[src/logic/dtm_pkg.sv]
package dtm_pkg;

  // instance decode: the upper address bits select one of two timers
  localparam logic [31:0] FIRST_INSTANCE_BASE = 32'h40d0_0000;
  localparam logic [31:0] SECOND_INSTANCE_BASE = 32'h40e0_0000;
  localparam logic [31:0] PAGE_MASK = 32'hffff_ff00;

  // register byte offsets inside one instance
  localparam logic [7:0] OFS_COUNTER_ONE = 8'h00;
  localparam logic [7:0] OFS_RELOAD_CAPTURE_A = 8'h04;
  localparam logic [7:0] OFS_RELOAD_CAPTURE_B = 8'h08;
  localparam logic [7:0] OFS_COUNTER_TWO = 8'h0c;
  localparam logic [7:0] OFS_PRESCALE_DIVIDER = 8'h10;
  localparam logic [7:0] OFS_CLOCK_UNIT_SETUP = 8'h14;
  localparam logic [7:0] OFS_MODE_SETUP = 8'h18;
  localparam logic [7:0] OFS_IRQ_SETUP = 8'h1c;
  localparam logic [7:0] OFS_IRQ_CLEAR = 8'h20;

  // field widths
  localparam int COUNT_W = 16;
  localparam int PRESCALE_W = 8;
  localparam int CLOCK_SETUP_W = 6;
  localparam int CSEL_W = 3;
  localparam int MODE_W = 9;
  localparam int IRQ_W = 4;

  // clock_unit_setup fields
  localparam int CSEL_ONE_LSB = 0;
  localparam int CSEL_TWO_LSB = 3;
  localparam logic [2:0] CSEL_STOPPED = 3'h0;
  localparam logic [2:0] CSEL_PRESCALED = 3'h1;
  localparam logic [2:0] CSEL_EVENT_B = 3'h2;

  // mode_setup fields
  localparam int MODE_SEL_LSB = 0;
  localparam logic [1:0] MODE_PWM = 2'h0;
  localparam logic [1:0] MODE_DUAL_CAPTURE = 2'h1;
  localparam logic [1:0] MODE_DUAL_COUNTER = 2'h2;
  localparam logic [1:0] MODE_CAPTURE_TIMER = 2'h3;
  localparam int EDGE_B_BIT = 3;
  localparam int ENABLE_B_BIT = 5;
  localparam int GLOBAL_ENABLE_BIT = 6;
  localparam int PULSE_TRAIN_BIT = 7;
  localparam int EVENT_TRIGGER_BIT = 8;
  localparam int PULSE_START_BIT = 9;

  // irq_setup / irq_clear fields: flags a..d, enables in low nibble
  localparam int PEND_A = 0;
  localparam int PEND_B = 1;
  localparam int PEND_D = 3;
  localparam int PEND_LSB = 4;

  // reset values, and the preset loaded into a counter on capture
  localparam logic [7:0] PRESCALE_RST = 8'h00;
  localparam logic [5:0] CLOCK_SETUP_RST = 6'h00;
  localparam logic [8:0] MODE_RST = 9'h000;
  localparam logic [3:0] IRQ_RST = 4'h0;
  localparam logic [15:0] PRESET_VALUE = 16'hffff;

endpackage

[src/logic/dtm_prescaler.sv]
`timescale 1ns/10ps
module dtm_prescaler (
  input wire logic clk_in,
  input wire logic rst_in,
  input wire logic run_in,
  input wire logic pulse_mode_in,
  input wire logic load_now_in,
  input wire logic [7:0] divider_in,
  output logic tick_out
);

  logic [7:0] count_q;
  logic [7:0] count_d;
  logic [7:0] active_q;
  logic [7:0] active_d;
  logic tick_q;
  logic tick_d;

  always_comb begin
    count_d = count_q;
    active_d = active_q;
    tick_d = 1'b0;
    if (!run_in) begin
      // restart from a fresh divider so the first tick after enable is a full period
      count_d = divider_in;
      active_d = divider_in;
    end else if (pulse_mode_in && load_now_in) begin
      count_d = divider_in;
      active_d = divider_in;
    end else if (count_q == 8'h00) begin
      tick_d = 1'b1;
      if (pulse_mode_in) begin
        count_d = active_q;
      end else begin
        count_d = divider_in;
        active_d = divider_in;
      end
    end else begin
      count_d = count_q - 8'h01;
    end
  end

  always_ff @(posedge clk_in or posedge rst_in) begin
    if (rst_in) begin
      count_q <= dtm_pkg::PRESCALE_RST;
      active_q <= dtm_pkg::PRESCALE_RST;
      tick_q <= 1'b0;
    end else begin
      count_q <= count_d;
      active_q <= active_d;
      tick_q <= tick_d;
    end
  end

  assign tick_out = tick_q;

endmodule

[src/logic/dtm_timer_regs.sv]
// What this block does
// - two identical timers, decoded at two fixed base addresses
// - nine word registers per timer, offsets 0x00 through 0x20
// - counter one: 16-bit read/write, never reset, random at power-up
// - counter two: 16-bit read/write, never reset, random at power-up
// - reading a counter returns its live count
// - reload/capture a: 16 bits, no reset, always readable
// - writes to reload/capture a land only while global enable is 1
// - reload/capture b: 16 bits, no reset, readable, writable only when enabled
// - prescaler: 8-bit read/write, resets to zero, writable any time
// - outside pulse-train mode a new prescaler value loads at underflow
// - in pulse-train mode it loads on start or on triggered input b event
// - timer tick is system clock divided by prescaler plus one
// - clock select 000 stops a counter, 001 uses the prescaled tick
// - counter one reloads from reload/capture a on underflow
// - in capture-timer mode an input b edge copies counter two into reload/capture b, sets pending
//
// Local design decision: the address-and-strobe port.
`timescale 1ns/10ps
module dtm_timer_regs (
  input wire logic clk_in,
  input wire logic rst_in,
  input wire logic [31:0] addr_in,
  input wire logic [31:0] wdata_in,
  input wire logic wr_in,
  input wire logic rd_in,
  input wire logic [1:0] input_b_pin_in,
  output logic [31:0] rdata_out,
  output logic [1:0] timer_tick_out,
  output logic [1:0] timer_global_enable_out
);

  // {hit, instance}
  function automatic logic [1:0] decode_instance(input logic [31:0] addr);
    logic [1:0] res;
    res = 2'h0;
    if (addr[1:0] == 2'h0 && addr[7:0] <= dtm_pkg::OFS_IRQ_CLEAR) begin
      if ((addr & dtm_pkg::PAGE_MASK) == dtm_pkg::FIRST_INSTANCE_BASE) begin
        res = 2'h2;
      end else if ((addr & dtm_pkg::PAGE_MASK) == dtm_pkg::SECOND_INSTANCE_BASE) begin
        res = 2'h3;
      end
    end
    return res;
  endfunction

  function automatic logic [2:0] clock_select(input logic [5:0] setup, input logic second);
    logic [2:0] res;
    res = second ? setup[dtm_pkg::CSEL_TWO_LSB +: dtm_pkg::CSEL_W]
                 : setup[dtm_pkg::CSEL_ONE_LSB +: dtm_pkg::CSEL_W];
    return res;
  endfunction

  // configuration and status, reset group
  logic [7:0] prescale_q [2];
  logic [7:0] prescale_d [2];
  logic [5:0] clock_setup_q [2];
  logic [5:0] clock_setup_d [2];
  logic [8:0] mode_q [2];
  logic [8:0] mode_d [2];
  logic [3:0] irq_en_q [2];
  logic [3:0] irq_en_d [2];
  logic [3:0] pend_q [2];
  logic [3:0] pend_d [2];
  logic [31:0] rdata_q;
  logic [31:0] rdata_d;
  logic [1:0] pin_meta_q;
  logic [1:0] pin_sync_q;
  logic [1:0] pin_last_q;
  logic [1:0] enable_q;
  logic [1:0] enable_d;

  // data registers, deliberately outside reset
  logic [15:0] cnt1_q [2];
  logic [15:0] cnt1_d [2];
  logic [15:0] cnt2_q [2];
  logic [15:0] cnt2_d [2];
  logic [15:0] cra_q [2];
  logic [15:0] cra_d [2];
  logic [15:0] crb_q [2];
  logic [15:0] crb_d [2];

  // per-instance events
  logic [1:0] hit_sel;
  logic [1:0] wr_sel;
  logic [1:0] b_event;
  logic [1:0] pulse_mode;
  logic [1:0] pulse_load;
  logic [1:0] c1_step;
  logic [1:0] c1_uflow;
  logic [1:0] c2_step;
  logic [1:0] c2_uflow;
  logic [1:0] cap_two_b;
  logic [1:0] preset_two;
  logic [1:0] cap_one_a;
  logic [1:0] cap_one_b;
  logic [1:0] preset_one;
  logic [1:0] tick;
  logic [1:0] dec;

  assign dec = decode_instance(addr_in);

  always_comb begin
    for (int i = 0; i < 2; i++) begin
      logic [2:0] cs1;
      logic [2:0] cs2;
      logic [1:0] mode;
      logic edge_seen;
      cs1 = clock_select(clock_setup_q[i], 1'b0);
      cs2 = clock_select(clock_setup_q[i], 1'b1);
      mode = mode_q[i][dtm_pkg::MODE_SEL_LSB +: 2];
      hit_sel[i] = dec[1] && (dec[0] == i[0]);
      wr_sel[i] = wr_in && hit_sel[i];
      // edge detect reads only the second synchroniser stage and its delayed copy
      edge_seen = mode_q[i][dtm_pkg::EDGE_B_BIT] ? (pin_sync_q[i] && !pin_last_q[i])
                                               : (!pin_sync_q[i] && pin_last_q[i]);
      b_event[i] = edge_seen && mode_q[i][dtm_pkg::GLOBAL_ENABLE_BIT];
      pulse_mode[i] = (mode == dtm_pkg::MODE_PWM) && mode_q[i][dtm_pkg::PULSE_TRAIN_BIT];
      pulse_load[i] = (wr_sel[i] && addr_in[7:0] == dtm_pkg::OFS_MODE_SETUP
                       && wdata_in[dtm_pkg::PULSE_START_BIT])
                      || (b_event[i] && mode_q[i][dtm_pkg::EVENT_TRIGGER_BIT]);
      // stopped selects and pulse-accumulate leave the counter frozen
      c1_step[i] = enable_q[i] && ((cs1 == dtm_pkg::CSEL_PRESCALED && tick[i])
                   || (cs1 == dtm_pkg::CSEL_EVENT_B && b_event[i]
                       && (mode == dtm_pkg::MODE_PWM || mode == dtm_pkg::MODE_DUAL_COUNTER)));
      c2_step[i] = enable_q[i] && cs2 == dtm_pkg::CSEL_PRESCALED && tick[i];
      c1_uflow[i] = c1_step[i] && cnt1_q[i] == 16'h0000;
      c2_uflow[i] = c2_step[i] && cnt2_q[i] == 16'h0000;
      cap_two_b[i] = b_event[i] && mode == dtm_pkg::MODE_CAPTURE_TIMER;
      preset_two[i] = cap_two_b[i] && mode_q[i][dtm_pkg::ENABLE_B_BIT];
      cap_one_a[i] = b_event[i] && mode == dtm_pkg::MODE_DUAL_CAPTURE
                     && mode_q[i][dtm_pkg::ENABLE_B_BIT];
      cap_one_b[i] = b_event[i] && mode == dtm_pkg::MODE_DUAL_CAPTURE
                     && !mode_q[i][dtm_pkg::ENABLE_B_BIT];
      preset_one[i] = cap_one_a[i];
    end
  end

  generate
    for (genvar g = 0; g < 2; g++) begin : g_prescale
      dtm_prescaler u_prescaler (
        .clk_in(clk_in),
        .rst_in(rst_in),
        .run_in(enable_q[g]),
        .pulse_mode_in(pulse_mode[g]),
        .load_now_in(pulse_load[g]),
        .divider_in(prescale_q[g]),
        .tick_out(tick[g])
      );
    end
  endgenerate

  // counters and reload/capture values
  always_comb begin
    for (int i = 0; i < 2; i++) begin
      cnt1_d[i] = cnt1_q[i];
      cnt2_d[i] = cnt2_q[i];
      cra_d[i] = cra_q[i];
      crb_d[i] = crb_q[i];
      if (c1_uflow[i]) begin
        cnt1_d[i] = cra_q[i];
      end else if (c1_step[i]) begin
        cnt1_d[i] = cnt1_q[i] - 16'h0001;
      end
      if (c2_step[i]) begin
        cnt2_d[i] = cnt2_q[i] - 16'h0001;
      end
      // software writes: the low half only, upper bits have nowhere to go
      if (wr_sel[i] && addr_in[7:0] == dtm_pkg::OFS_COUNTER_ONE) begin
        cnt1_d[i] = wdata_in[15:0];
      end
      if (wr_sel[i] && addr_in[7:0] == dtm_pkg::OFS_COUNTER_TWO) begin
        cnt2_d[i] = wdata_in[15:0];
      end
      if (wr_sel[i] && enable_q[i] && addr_in[7:0] == dtm_pkg::OFS_RELOAD_CAPTURE_A) begin
        cra_d[i] = wdata_in[15:0];
      end
      if (wr_sel[i] && enable_q[i] && addr_in[7:0] == dtm_pkg::OFS_RELOAD_CAPTURE_B) begin
        crb_d[i] = wdata_in[15:0];
      end
      // hardware captures beat a same-cycle software write so no event is lost
      if (cap_one_a[i]) begin
        cra_d[i] = cnt1_q[i];
      end
      if (cap_one_b[i]) begin
        crb_d[i] = cnt1_q[i];
      end
      if (cap_two_b[i]) begin
        crb_d[i] = cnt2_q[i];
      end
      if (preset_one[i]) begin
        cnt1_d[i] = dtm_pkg::PRESET_VALUE;
      end
      if (preset_two[i]) begin
        cnt2_d[i] = dtm_pkg::PRESET_VALUE;
      end
    end
  end

  // no reset here: contents are undefined until software loads them
  always_ff @(posedge clk_in) begin
    for (int i = 0; i < 2; i++) begin
      cnt1_q[i] <= cnt1_d[i];
      cnt2_q[i] <= cnt2_d[i];
      cra_q[i] <= cra_d[i];
      crb_q[i] <= crb_d[i];
    end
  end

  // configuration, flags and read data
  always_comb begin
    rdata_d = 32'h0000_0000;
    for (int i = 0; i < 2; i++) begin
      logic [3:0] clear;
      logic [3:0] set;
      prescale_d[i] = prescale_q[i];
      clock_setup_d[i] = clock_setup_q[i];
      mode_d[i] = mode_q[i];
      irq_en_d[i] = irq_en_q[i];
      clear = 4'h0;
      set = 4'h0;
      if (wr_sel[i]) begin
        unique case (addr_in[7:0])
          dtm_pkg::OFS_PRESCALE_DIVIDER: prescale_d[i] = wdata_in[7:0];
          dtm_pkg::OFS_CLOCK_UNIT_SETUP: clock_setup_d[i] = wdata_in[5:0];
          dtm_pkg::OFS_MODE_SETUP: mode_d[i] = wdata_in[8:0];
          dtm_pkg::OFS_IRQ_SETUP: irq_en_d[i] = wdata_in[3:0];
          dtm_pkg::OFS_IRQ_CLEAR: clear = wdata_in[3:0];
          default: clear = 4'h0;
        endcase
      end
      set[dtm_pkg::PEND_A] = c1_uflow[i];
      set[dtm_pkg::PEND_B] = cap_two_b[i] || cap_one_a[i] || cap_one_b[i];
      set[dtm_pkg::PEND_D] = c2_uflow[i];
      // set wins over a clear arriving in the same cycle
      pend_d[i] = (pend_q[i] & ~clear) | set;
      enable_d[i] = mode_d[i][dtm_pkg::GLOBAL_ENABLE_BIT];
      if (rd_in && hit_sel[i]) begin
        unique case (addr_in[7:0])
          dtm_pkg::OFS_COUNTER_ONE: rdata_d = {16'h0000, cnt1_q[i]};
          dtm_pkg::OFS_RELOAD_CAPTURE_A: rdata_d = {16'h0000, cra_q[i]};
          dtm_pkg::OFS_RELOAD_CAPTURE_B: rdata_d = {16'h0000, crb_q[i]};
          dtm_pkg::OFS_COUNTER_TWO: rdata_d = {16'h0000, cnt2_q[i]};
          dtm_pkg::OFS_PRESCALE_DIVIDER: rdata_d = {24'h00_0000, prescale_q[i]};
          dtm_pkg::OFS_CLOCK_UNIT_SETUP: rdata_d = {26'h000_0000, clock_setup_q[i]};
          dtm_pkg::OFS_MODE_SETUP: rdata_d = {23'h00_0000, mode_q[i]};
          dtm_pkg::OFS_IRQ_SETUP: rdata_d = {24'h00_0000, pend_q[i], irq_en_q[i]};
          default: rdata_d = 32'h0000_0000;
        endcase
      end
    end
  end

  always_ff @(posedge clk_in or posedge rst_in) begin
    if (rst_in) begin
      for (int i = 0; i < 2; i++) begin
        prescale_q[i] <= dtm_pkg::PRESCALE_RST;
        clock_setup_q[i] <= dtm_pkg::CLOCK_SETUP_RST;
        mode_q[i] <= dtm_pkg::MODE_RST;
        irq_en_q[i] <= dtm_pkg::IRQ_RST;
        pend_q[i] <= dtm_pkg::IRQ_RST;
      end
      enable_q <= 2'h0;
      rdata_q <= 32'h0000_0000;
      pin_meta_q <= 2'h0;
      pin_sync_q <= 2'h0;
      pin_last_q <= 2'h0;
    end else begin
      for (int i = 0; i < 2; i++) begin
        prescale_q[i] <= prescale_d[i];
        clock_setup_q[i] <= clock_setup_d[i];
        mode_q[i] <= mode_d[i];
        irq_en_q[i] <= irq_en_d[i];
        pend_q[i] <= pend_d[i];
      end
      enable_q <= {enable_d[1], enable_d[0]};
      rdata_q <= rdata_d;
      pin_meta_q <= input_b_pin_in;
      pin_sync_q <= pin_meta_q;
      pin_last_q <= pin_sync_q;
    end
  end

  assign rdata_out = rdata_q;
  assign timer_tick_out = tick;
  assign timer_global_enable_out = enable_q;

endmodule

[config.mk]
export PLATFORM = sky130hd
export DESIGN_NAME = dtm_timer_regs
export DESIGN_NICKNAME = d
export VERILOG_FILES = /design/src/logic/dtm_pkg.sv /design/src/logic/dtm_prescaler.sv /design/src/logic/dtm_timer_regs.sv
export SDC_FILE = /design/constraint.sdc
export NUM_CORES = 1
export LEC_CHECK = 0
export BUFFER_PORTS_ARGS = -buffer_cell sky130_fd_sc_hd__buf_2
export CORE_UTILIZATION = 60
export CTS_CLUSTER_DIAMETER = 80
export DETAILED_ROUTE_END_ITERATION = 12
export GPL_ROUTABILITY_DRIVEN = 0
export PLACE_DENSITY = 0.83
export SLEW_MARGIN = 15
export SYNTH_ARGS = -nofsm -noshare
export SYNTH_HDL_FRONTEND = slang
export SYNTH_SLANG_ARGS = --single-unit
export TNS_END_PERCENT = 50
[constraint.sdc]
create_clock -name clk_in -period 7.2 [get_ports clk_in]
set_input_delay 1.08 -clock clk_in [delete_from_list [all_inputs] [get_ports clk_in]]
set_output_delay 1.08 -clock clk_in [all_outputs]
set_load 0.05 [all_outputs]
## Word level (Yosys, flattened, before mapping)

Memory sizes are Yosys's and may differ from the RTL's.
Index checks and enable logic that the tools add are counted.

| storage, ports and cells | value |
|---|---|
| bits in registers | 136 |
| memories kept | 4 |
| RAM bits | 128 |
| output and inout bits | 36 |
| logic and storage cells | 218 |
| input bits | 70 |

Memories:

| memory | depth | bits a word | read ports | clocked after Yosys merged registers in | write ports | RTL line | source |
|---|---|---|---|---|---|---|---|
| cnt1_q | 2 | 16 | 2 | 0 | 2 | dtm_timer_regs.sv:74 | `logic [15:0] cnt1_q [2];` |
| cnt2_q | 2 | 16 | 2 | 0 | 2 | dtm_timer_regs.sv:76 | `logic [15:0] cnt2_q [2];` |
| cra_q | 2 | 16 | 2 | 0 | 2 | dtm_timer_regs.sv:78 | `logic [15:0] cra_q [2];` |
| crb_q | 2 | 16 | 2 | 0 | 2 | dtm_timer_regs.sv:80 | `logic [15:0] crb_q [2];` |

| operators by class | value |
|---|---|
| add/sub/neg operators | 6 |
| reduce and logical (&&, ||, !) cells | 93 |
| bitwise logic cells | 7 |
| mux-type cells | 60 |
| equality and inequality tests | 24 |
| magnitude comparators | 1 |

Operator list:

| kind | count |
|---|---|
| $mux W16 | 25 |
| $pmux W16 S8 | 2 |
| $mux W8 | 14 |
| $logic_not A16 Y1 | 4 |
| $sub A16 B1 Y16 const B | 4 |
| $logic_and A1 B1 Y1 | 59 |
| $eq A24 B23 Y1 const B | 2 |
| $eq A8 B5 Y1 const B | 4 |
| $mux W32 | 1 |
| $mux W7 | 4 |
| $logic_not A8 Y1 | 3 |
| $eq A8 B4 Y1 const B | 2 |
| $reduce_and A2 Y1 | 8 |
| $sub A8 B1 Y8 const B | 2 |
| $eq A3 B1 Y1 const B | 4 |
| $mux W4 | 3 |
| $logic_or A1 B1 Y1 | 10 |
| $and A4 B4 Y4 | 2 |
| $eq A2 B2 Y1 const B | 4 |
| $eq A8 B3 Y1 const B | 1 |
| $eq A8 B6 Y1 const B | 1 |
| $le A8 B6 Y1 const B | 1 |
| $mux W1 | 8 |
| $not A4 Y4 | 2 |
| other kinds (8) | 21 |

## Longest topological paths before layout

| logic depth | value |
|---|---|
| depth in word-level cells | 13 |
| gate-level depth with buffers | 10 |
| mapped depth without buffers | 8 |

## Cells and area by module

From an unflattened synthesis, not the netlist that was laid out.

| unflattened totals | value |
|---|---|
| cell total of the unflattened synthesis | 1508 |
| area total of the unflattened synthesis | 14109.8 µm² |

Modules (own cells, without submodules):

| module | cells an instance | instances | area an instance (µm²) |
|---|---|---|---|
| dtm_timer_regs | 1316 | 1 | 12330.6 |
| dtm_prescaler | 96 | 2 | 889.6 |

## Worst setup path after synthesis

OpenSTA, ideal clock, no wires.

| timing path | value |
|---|---|
| path kind | input -> register |
| start | in addr_in[16] |
| end | reg g_prescale[1].u_prescaler.active_q[0] |
| buffers on the path | 3 |
| arrival | 3.616 ns |
| cell stages on the path | 9 |
| data required time | 7.075 ns |
| path slack | 3.459 ns |
| library setup time | 0.125 ns |
| cells stage by stage | or4b_1 -> or4_1 -> buf_2 -> nor4_4 -> nand4_4 -> a31o_1 -> buf_6 -> buf_6 -> mux2_4 |

| on the way | value |
|---|---|
| word-level cells in the longest chain between the ends | 12 |

Ends and longest elaborated chain:

| element | RTL line | source |
|---|---|---|
| from (decl) | dtm_timer_regs.sv:23 | `input wire logic [31:0] addr_in,` |
| $eq A24 B23 Y1 | dtm_timer_regs.sv:40 | `end else if ((addr & dtm_pkg::PAGE_MASK) == dtm_pkg::SECOND_INSTANCE_BASE) begin` |
| $mux W2 | dtm_timer_regs.sv:40 |  |
| $mux W2 * | dtm_timer_regs.sv:38 | `if ((addr & dtm_pkg::PAGE_MASK) == dtm_pkg::FIRST_INSTANCE_BASE) begin` |
| $mux W2 * | dtm_timer_regs.sv:37 | `if (addr[1:0] == 2'h0 && addr[7:0] <= dtm_pkg::OFS_IRQ_CLEAR) begin` |
| $logic_and A1 B1 Y1 * | dtm_timer_regs.sv:112 | `hit_sel[i] = dec[1] && (dec[0] == i[0]);` |
| $logic_and A1 B1 Y1 * | dtm_timer_regs.sv:113 | `wr_sel[i] = wr_in && hit_sel[i];` |
| $logic_and A1 B1 Y1 * | dtm_timer_regs.sv:119 | `pulse_load[i] = (wr_sel[i] && addr_in[7:0] == dtm_pkg::OFS_MODE_SETUP` |
| $logic_and A1 B1 Y1 * | dtm_timer_regs.sv:120 | `&& wdata_in[dtm_pkg::PULSE_START_BIT])` |
| $logic_or A1 B1 Y1 * | dtm_timer_regs.sv:121 | `\|\| (b_event[i] && mode_q[i][dtm_pkg::EVENT_TRIGGER_BIT]);` |
| $logic_and A1 B1 Y1 * | dtm_prescaler.sv:27 | `end else if (pulse_mode_in && load_now_in) begin` |
| $mux W8 | dtm_prescaler.sv:27 |  |
| $mux W8 | dtm_prescaler.sv:23 | `if (!run_in) begin` |
| to (signal assigned) | dtm_prescaler.sv:46 | `active_q <= dtm_pkg::PRESCALE_RST;` |
| to (signal assigned) | dtm_prescaler.sv:50 | `active_q <= active_d;` |
| to (decl) | dtm_prescaler.sv:14 | `logic [7:0] active_q;` |

Mark *: on every way between the ends. The rest lies on a longest branch, timed or not.
A chain may end at the register's enable or synchronous reset.

==> flow_metrics.tcl <==
set metrics [dict create \
    status "finished, final reports clean" \
    setup_viol 0 \
    synth_edf_count 64 \
    clockBufferDepth 3 \
    die_x_um 154 \
    fin_crit_sh_pct 58.7 \
    cts.clk_slew.worst_paths_ns 0.06 \
    grt_pass1_vias 11500 \
    htreeDepth 1 \
    setup_tns_ns 0 \
    crit_buf_inv 1 \
    vias_per_cell 6.75 \
    drc 0 \
    antenna_found_initial 1 \
    critPathSlowestCell "nor2_1" \
    slew_headroom_pct 17.7 \
    path_class "input pin to register" \
    num_vias 12100 \
    die_y_um 154 \
    worst_slack_ns 2.97 \
    drv_slew 0 \
    ir_drop_v 0.000136 \
    yosysUniqueCellTypes 78 \
    drt_first_pass_iters 7 \
    synth_cells 1490 \
    drv_cap 0 \
    grt_use_total_pct 33.8 \
    dp_hpwl_mm 27.3 \
    hold_viol 0 \
    worstPathCellList "buf_2 > or4_1 > nor2_1 > and2_1 > nand3_1 > nand2_1" \
    ys_seq_area_share_pct 44.6 \
    rsz0062_at_grt "false" \
    critPathMaxStageDelay_ns 0.97 \
    io_buffer_count 73 \
    cts-root-buf "clkbuf_16" \
    hold_path.class "register to register" \
    ios 106 \
    synthArstFlopShare_pct 48.0 \
    fmax_mhz 236 \
    cts_resized 0 \
    grt_max_degree 75 \
    p_per_area_nw_per_um2 196 \
    skew_ns 0.0153 \
    hold_buffers 0 \
    num_rows 55 \
    cts_tree "built" \
    routed_wl_mm 40.5 \
    crit_path_end_kind "register" \
    worstPathArrival_ns 4.39 \
    syn_to_final_growth_pct 8.05 \
    core_area_um2 22600 \
    path_delay_family "simple AND/OR/NAND/NOR gates" \
    antenna_left 0 \
    die-area_um2 23600 \
    numCtsBuffers 26 \
    numClockSinks 246 \
    synth_seq_cells 246 \
    preCtsSetupSlack_ns 2.56 \
    clkLatencyLatePin_ns 0.54 \
    cp_max_fo 33 \
    tightestPinTransition_ns 1.23 \
    startpoint_type "input pin" \
    leakagePower_nw 6.10 \
    wl_per_cell_um 22.6 \
    cp.required_ns 7.36 \
    overflow 0 \
    avgSynthCellArea_um2 9.27 \
    syn_area_um2 13800 \
    initial_utilization_pct 61.0 \
    grt_pass1_wl_mm 62.9 \
    drive_gt1_share_pct 16.1 \
    synth_flop_cell "dfrtp_1" \
    drt-initial-drc-count 1533 \
    yosysWarnings 0 \
    min_period_ns 4.23 \
    nets 1559 \
    diodes 0 \
    cts_setup_buffers 0 \
]
==> synth_stat cells, drive strengths merged (13+ instances only) <==
cell	count	area [µm²]
nor4	23	165
o22a	19	166
buf	39	255
or3	15	93.8
o21ai	94	470
dfxtp	64	1280
clkbuf	95	364
xnor2	13	114
o22ai	23	144
nand3	29	145
mux2	88	998
nor2	165	619
a21oi	81	405
dfrtp	118	2950
mux2i	44	440
edfxtp	64	1920
a222oi	15	150
xor2	26	228
nand2	179	672
inv	25	93.8
nor3	54	270
==> cell families after synthesis <==
logic type	after synthesis	synth area share, %
AO/OA/AOI/OAI	342	16.3
XOR/XNOR	39	2.47
adder cells (fa/ha/maj)	8	0.725
buffers and inverters	159	5.16
flip-flops	246	44.6
multiplexers	140	11.7
other	1	0.0271
AND/OR/NAND/NOR	555	19.1
==> placed cells by master, fill, tap and decap left out, drive strengths merged, types with 8 or more instances in the layout <==
cell     instances
a211oi           8
xnor2           13
conb            16
o22a            19
o31ai           12
nor2           165
dfxtp           64
o21ai           94
clkinv           9
a222oi          15
clkbuf          37
mux2i           44
and2            10
or3             15
edfxtp          64
inv             25
a221oi          10
or4             12
a22oi           10
xor2            26
dfrtp          118
ha               8
nor4            23
nand2          179
nor3            54
nand3           29
a31oi           12
mux2            88
a2bb2oi         10
mux4             8
a21oi           81
nor3b            8
buf             82
o22ai           23
==> through the flow <==
step	instance area, µm²	cells	util, %	total power (W)	hold WS [ns]
floorplan	13900	1505	-	0.00156	0.331
global placement	14100	1738	62.1	0.00160	0.332
detailed placement	14100	1738	62.1	0.00160	0.335
CTS	14900	1786	65.9	0.00293	0.349
global route	14900	1786	65.9	0.00300	0.358
finish	14900	1786	65.9	0.00293	0.348
==> path summary, 6_finish.rpt <==
path,start,to,slack [ns],depth (start not counted)
max in group asynchronous,rst_in,mode_q[3],5.20,3
min,pin_meta_q[0],pin_sync_q[0],0.35,0
min in group asynchronous,rst_in,pend_q[5],0.61,2
min reg2reg,pin_meta_q[0],pin_sync_q[0],0.35,0
max,addr_in[4],crb_q[0][13],2.97,6
max reg2reg,mode_q[12],cra_q[0][9],3.64,5
==> metal layers <==
layer / vias to the layer above / track usage, % / wire, µm
li1: 5392 / - / -
met1: 5746 / 44.3 / 15300
met2: 787 / 54.8 / 18900
met3: 137 / 6.12 / 4510
met4: 2 / 15.4 / 1810
met5: - / 0 / 10
==> cell type report <==
cell class                 count  area (µm²)
clock inverter                11        80.1
clock buffer                  37         786
multi-input combinational   1100        7020
inverter                      25        96.3
sequential                   246        6160
fill                        1803        7710
tap                          285         357
timing repair buffer          82         433
==> power breakdown <==
group	leakage [nW]	switching, W	internal [W]
clock network	0.430	0.000556	0.000794
registers	2.71	0.000000769	0.00143
logic	2.96	0.000108	0.0000413
==> sequential cells by signal (all words and copies together), names as in the netlist <==
name                             cells
mode_q                              17
g_prescale.u_prescaler.count_q      16
pend_q                               8
g_prescale.u_prescaler.active_q     16
pin_meta_q                           2
g_prescale.u_prescaler.tick_out      2
pin_sync_q                           2
cnt2_q                              32
timer_global_enable_out              1
clock_setup_q                       12
crb_q                               32
prescale_q                          16
rdata_out                           16
cnt1_q                              32
cra_q                               32
irq_en_q                             8
pin_last_q                           2
==> worst register-to-register path: stages (launching register included) <==
cell and delay (ns):
dfrtp_1 0.41, or3b_2 0.51, nand2_1 0.09, and3_1 0.30
nand3b_1 0.82, nand2_1 1.03
Power figures use the tool's default switching activity.
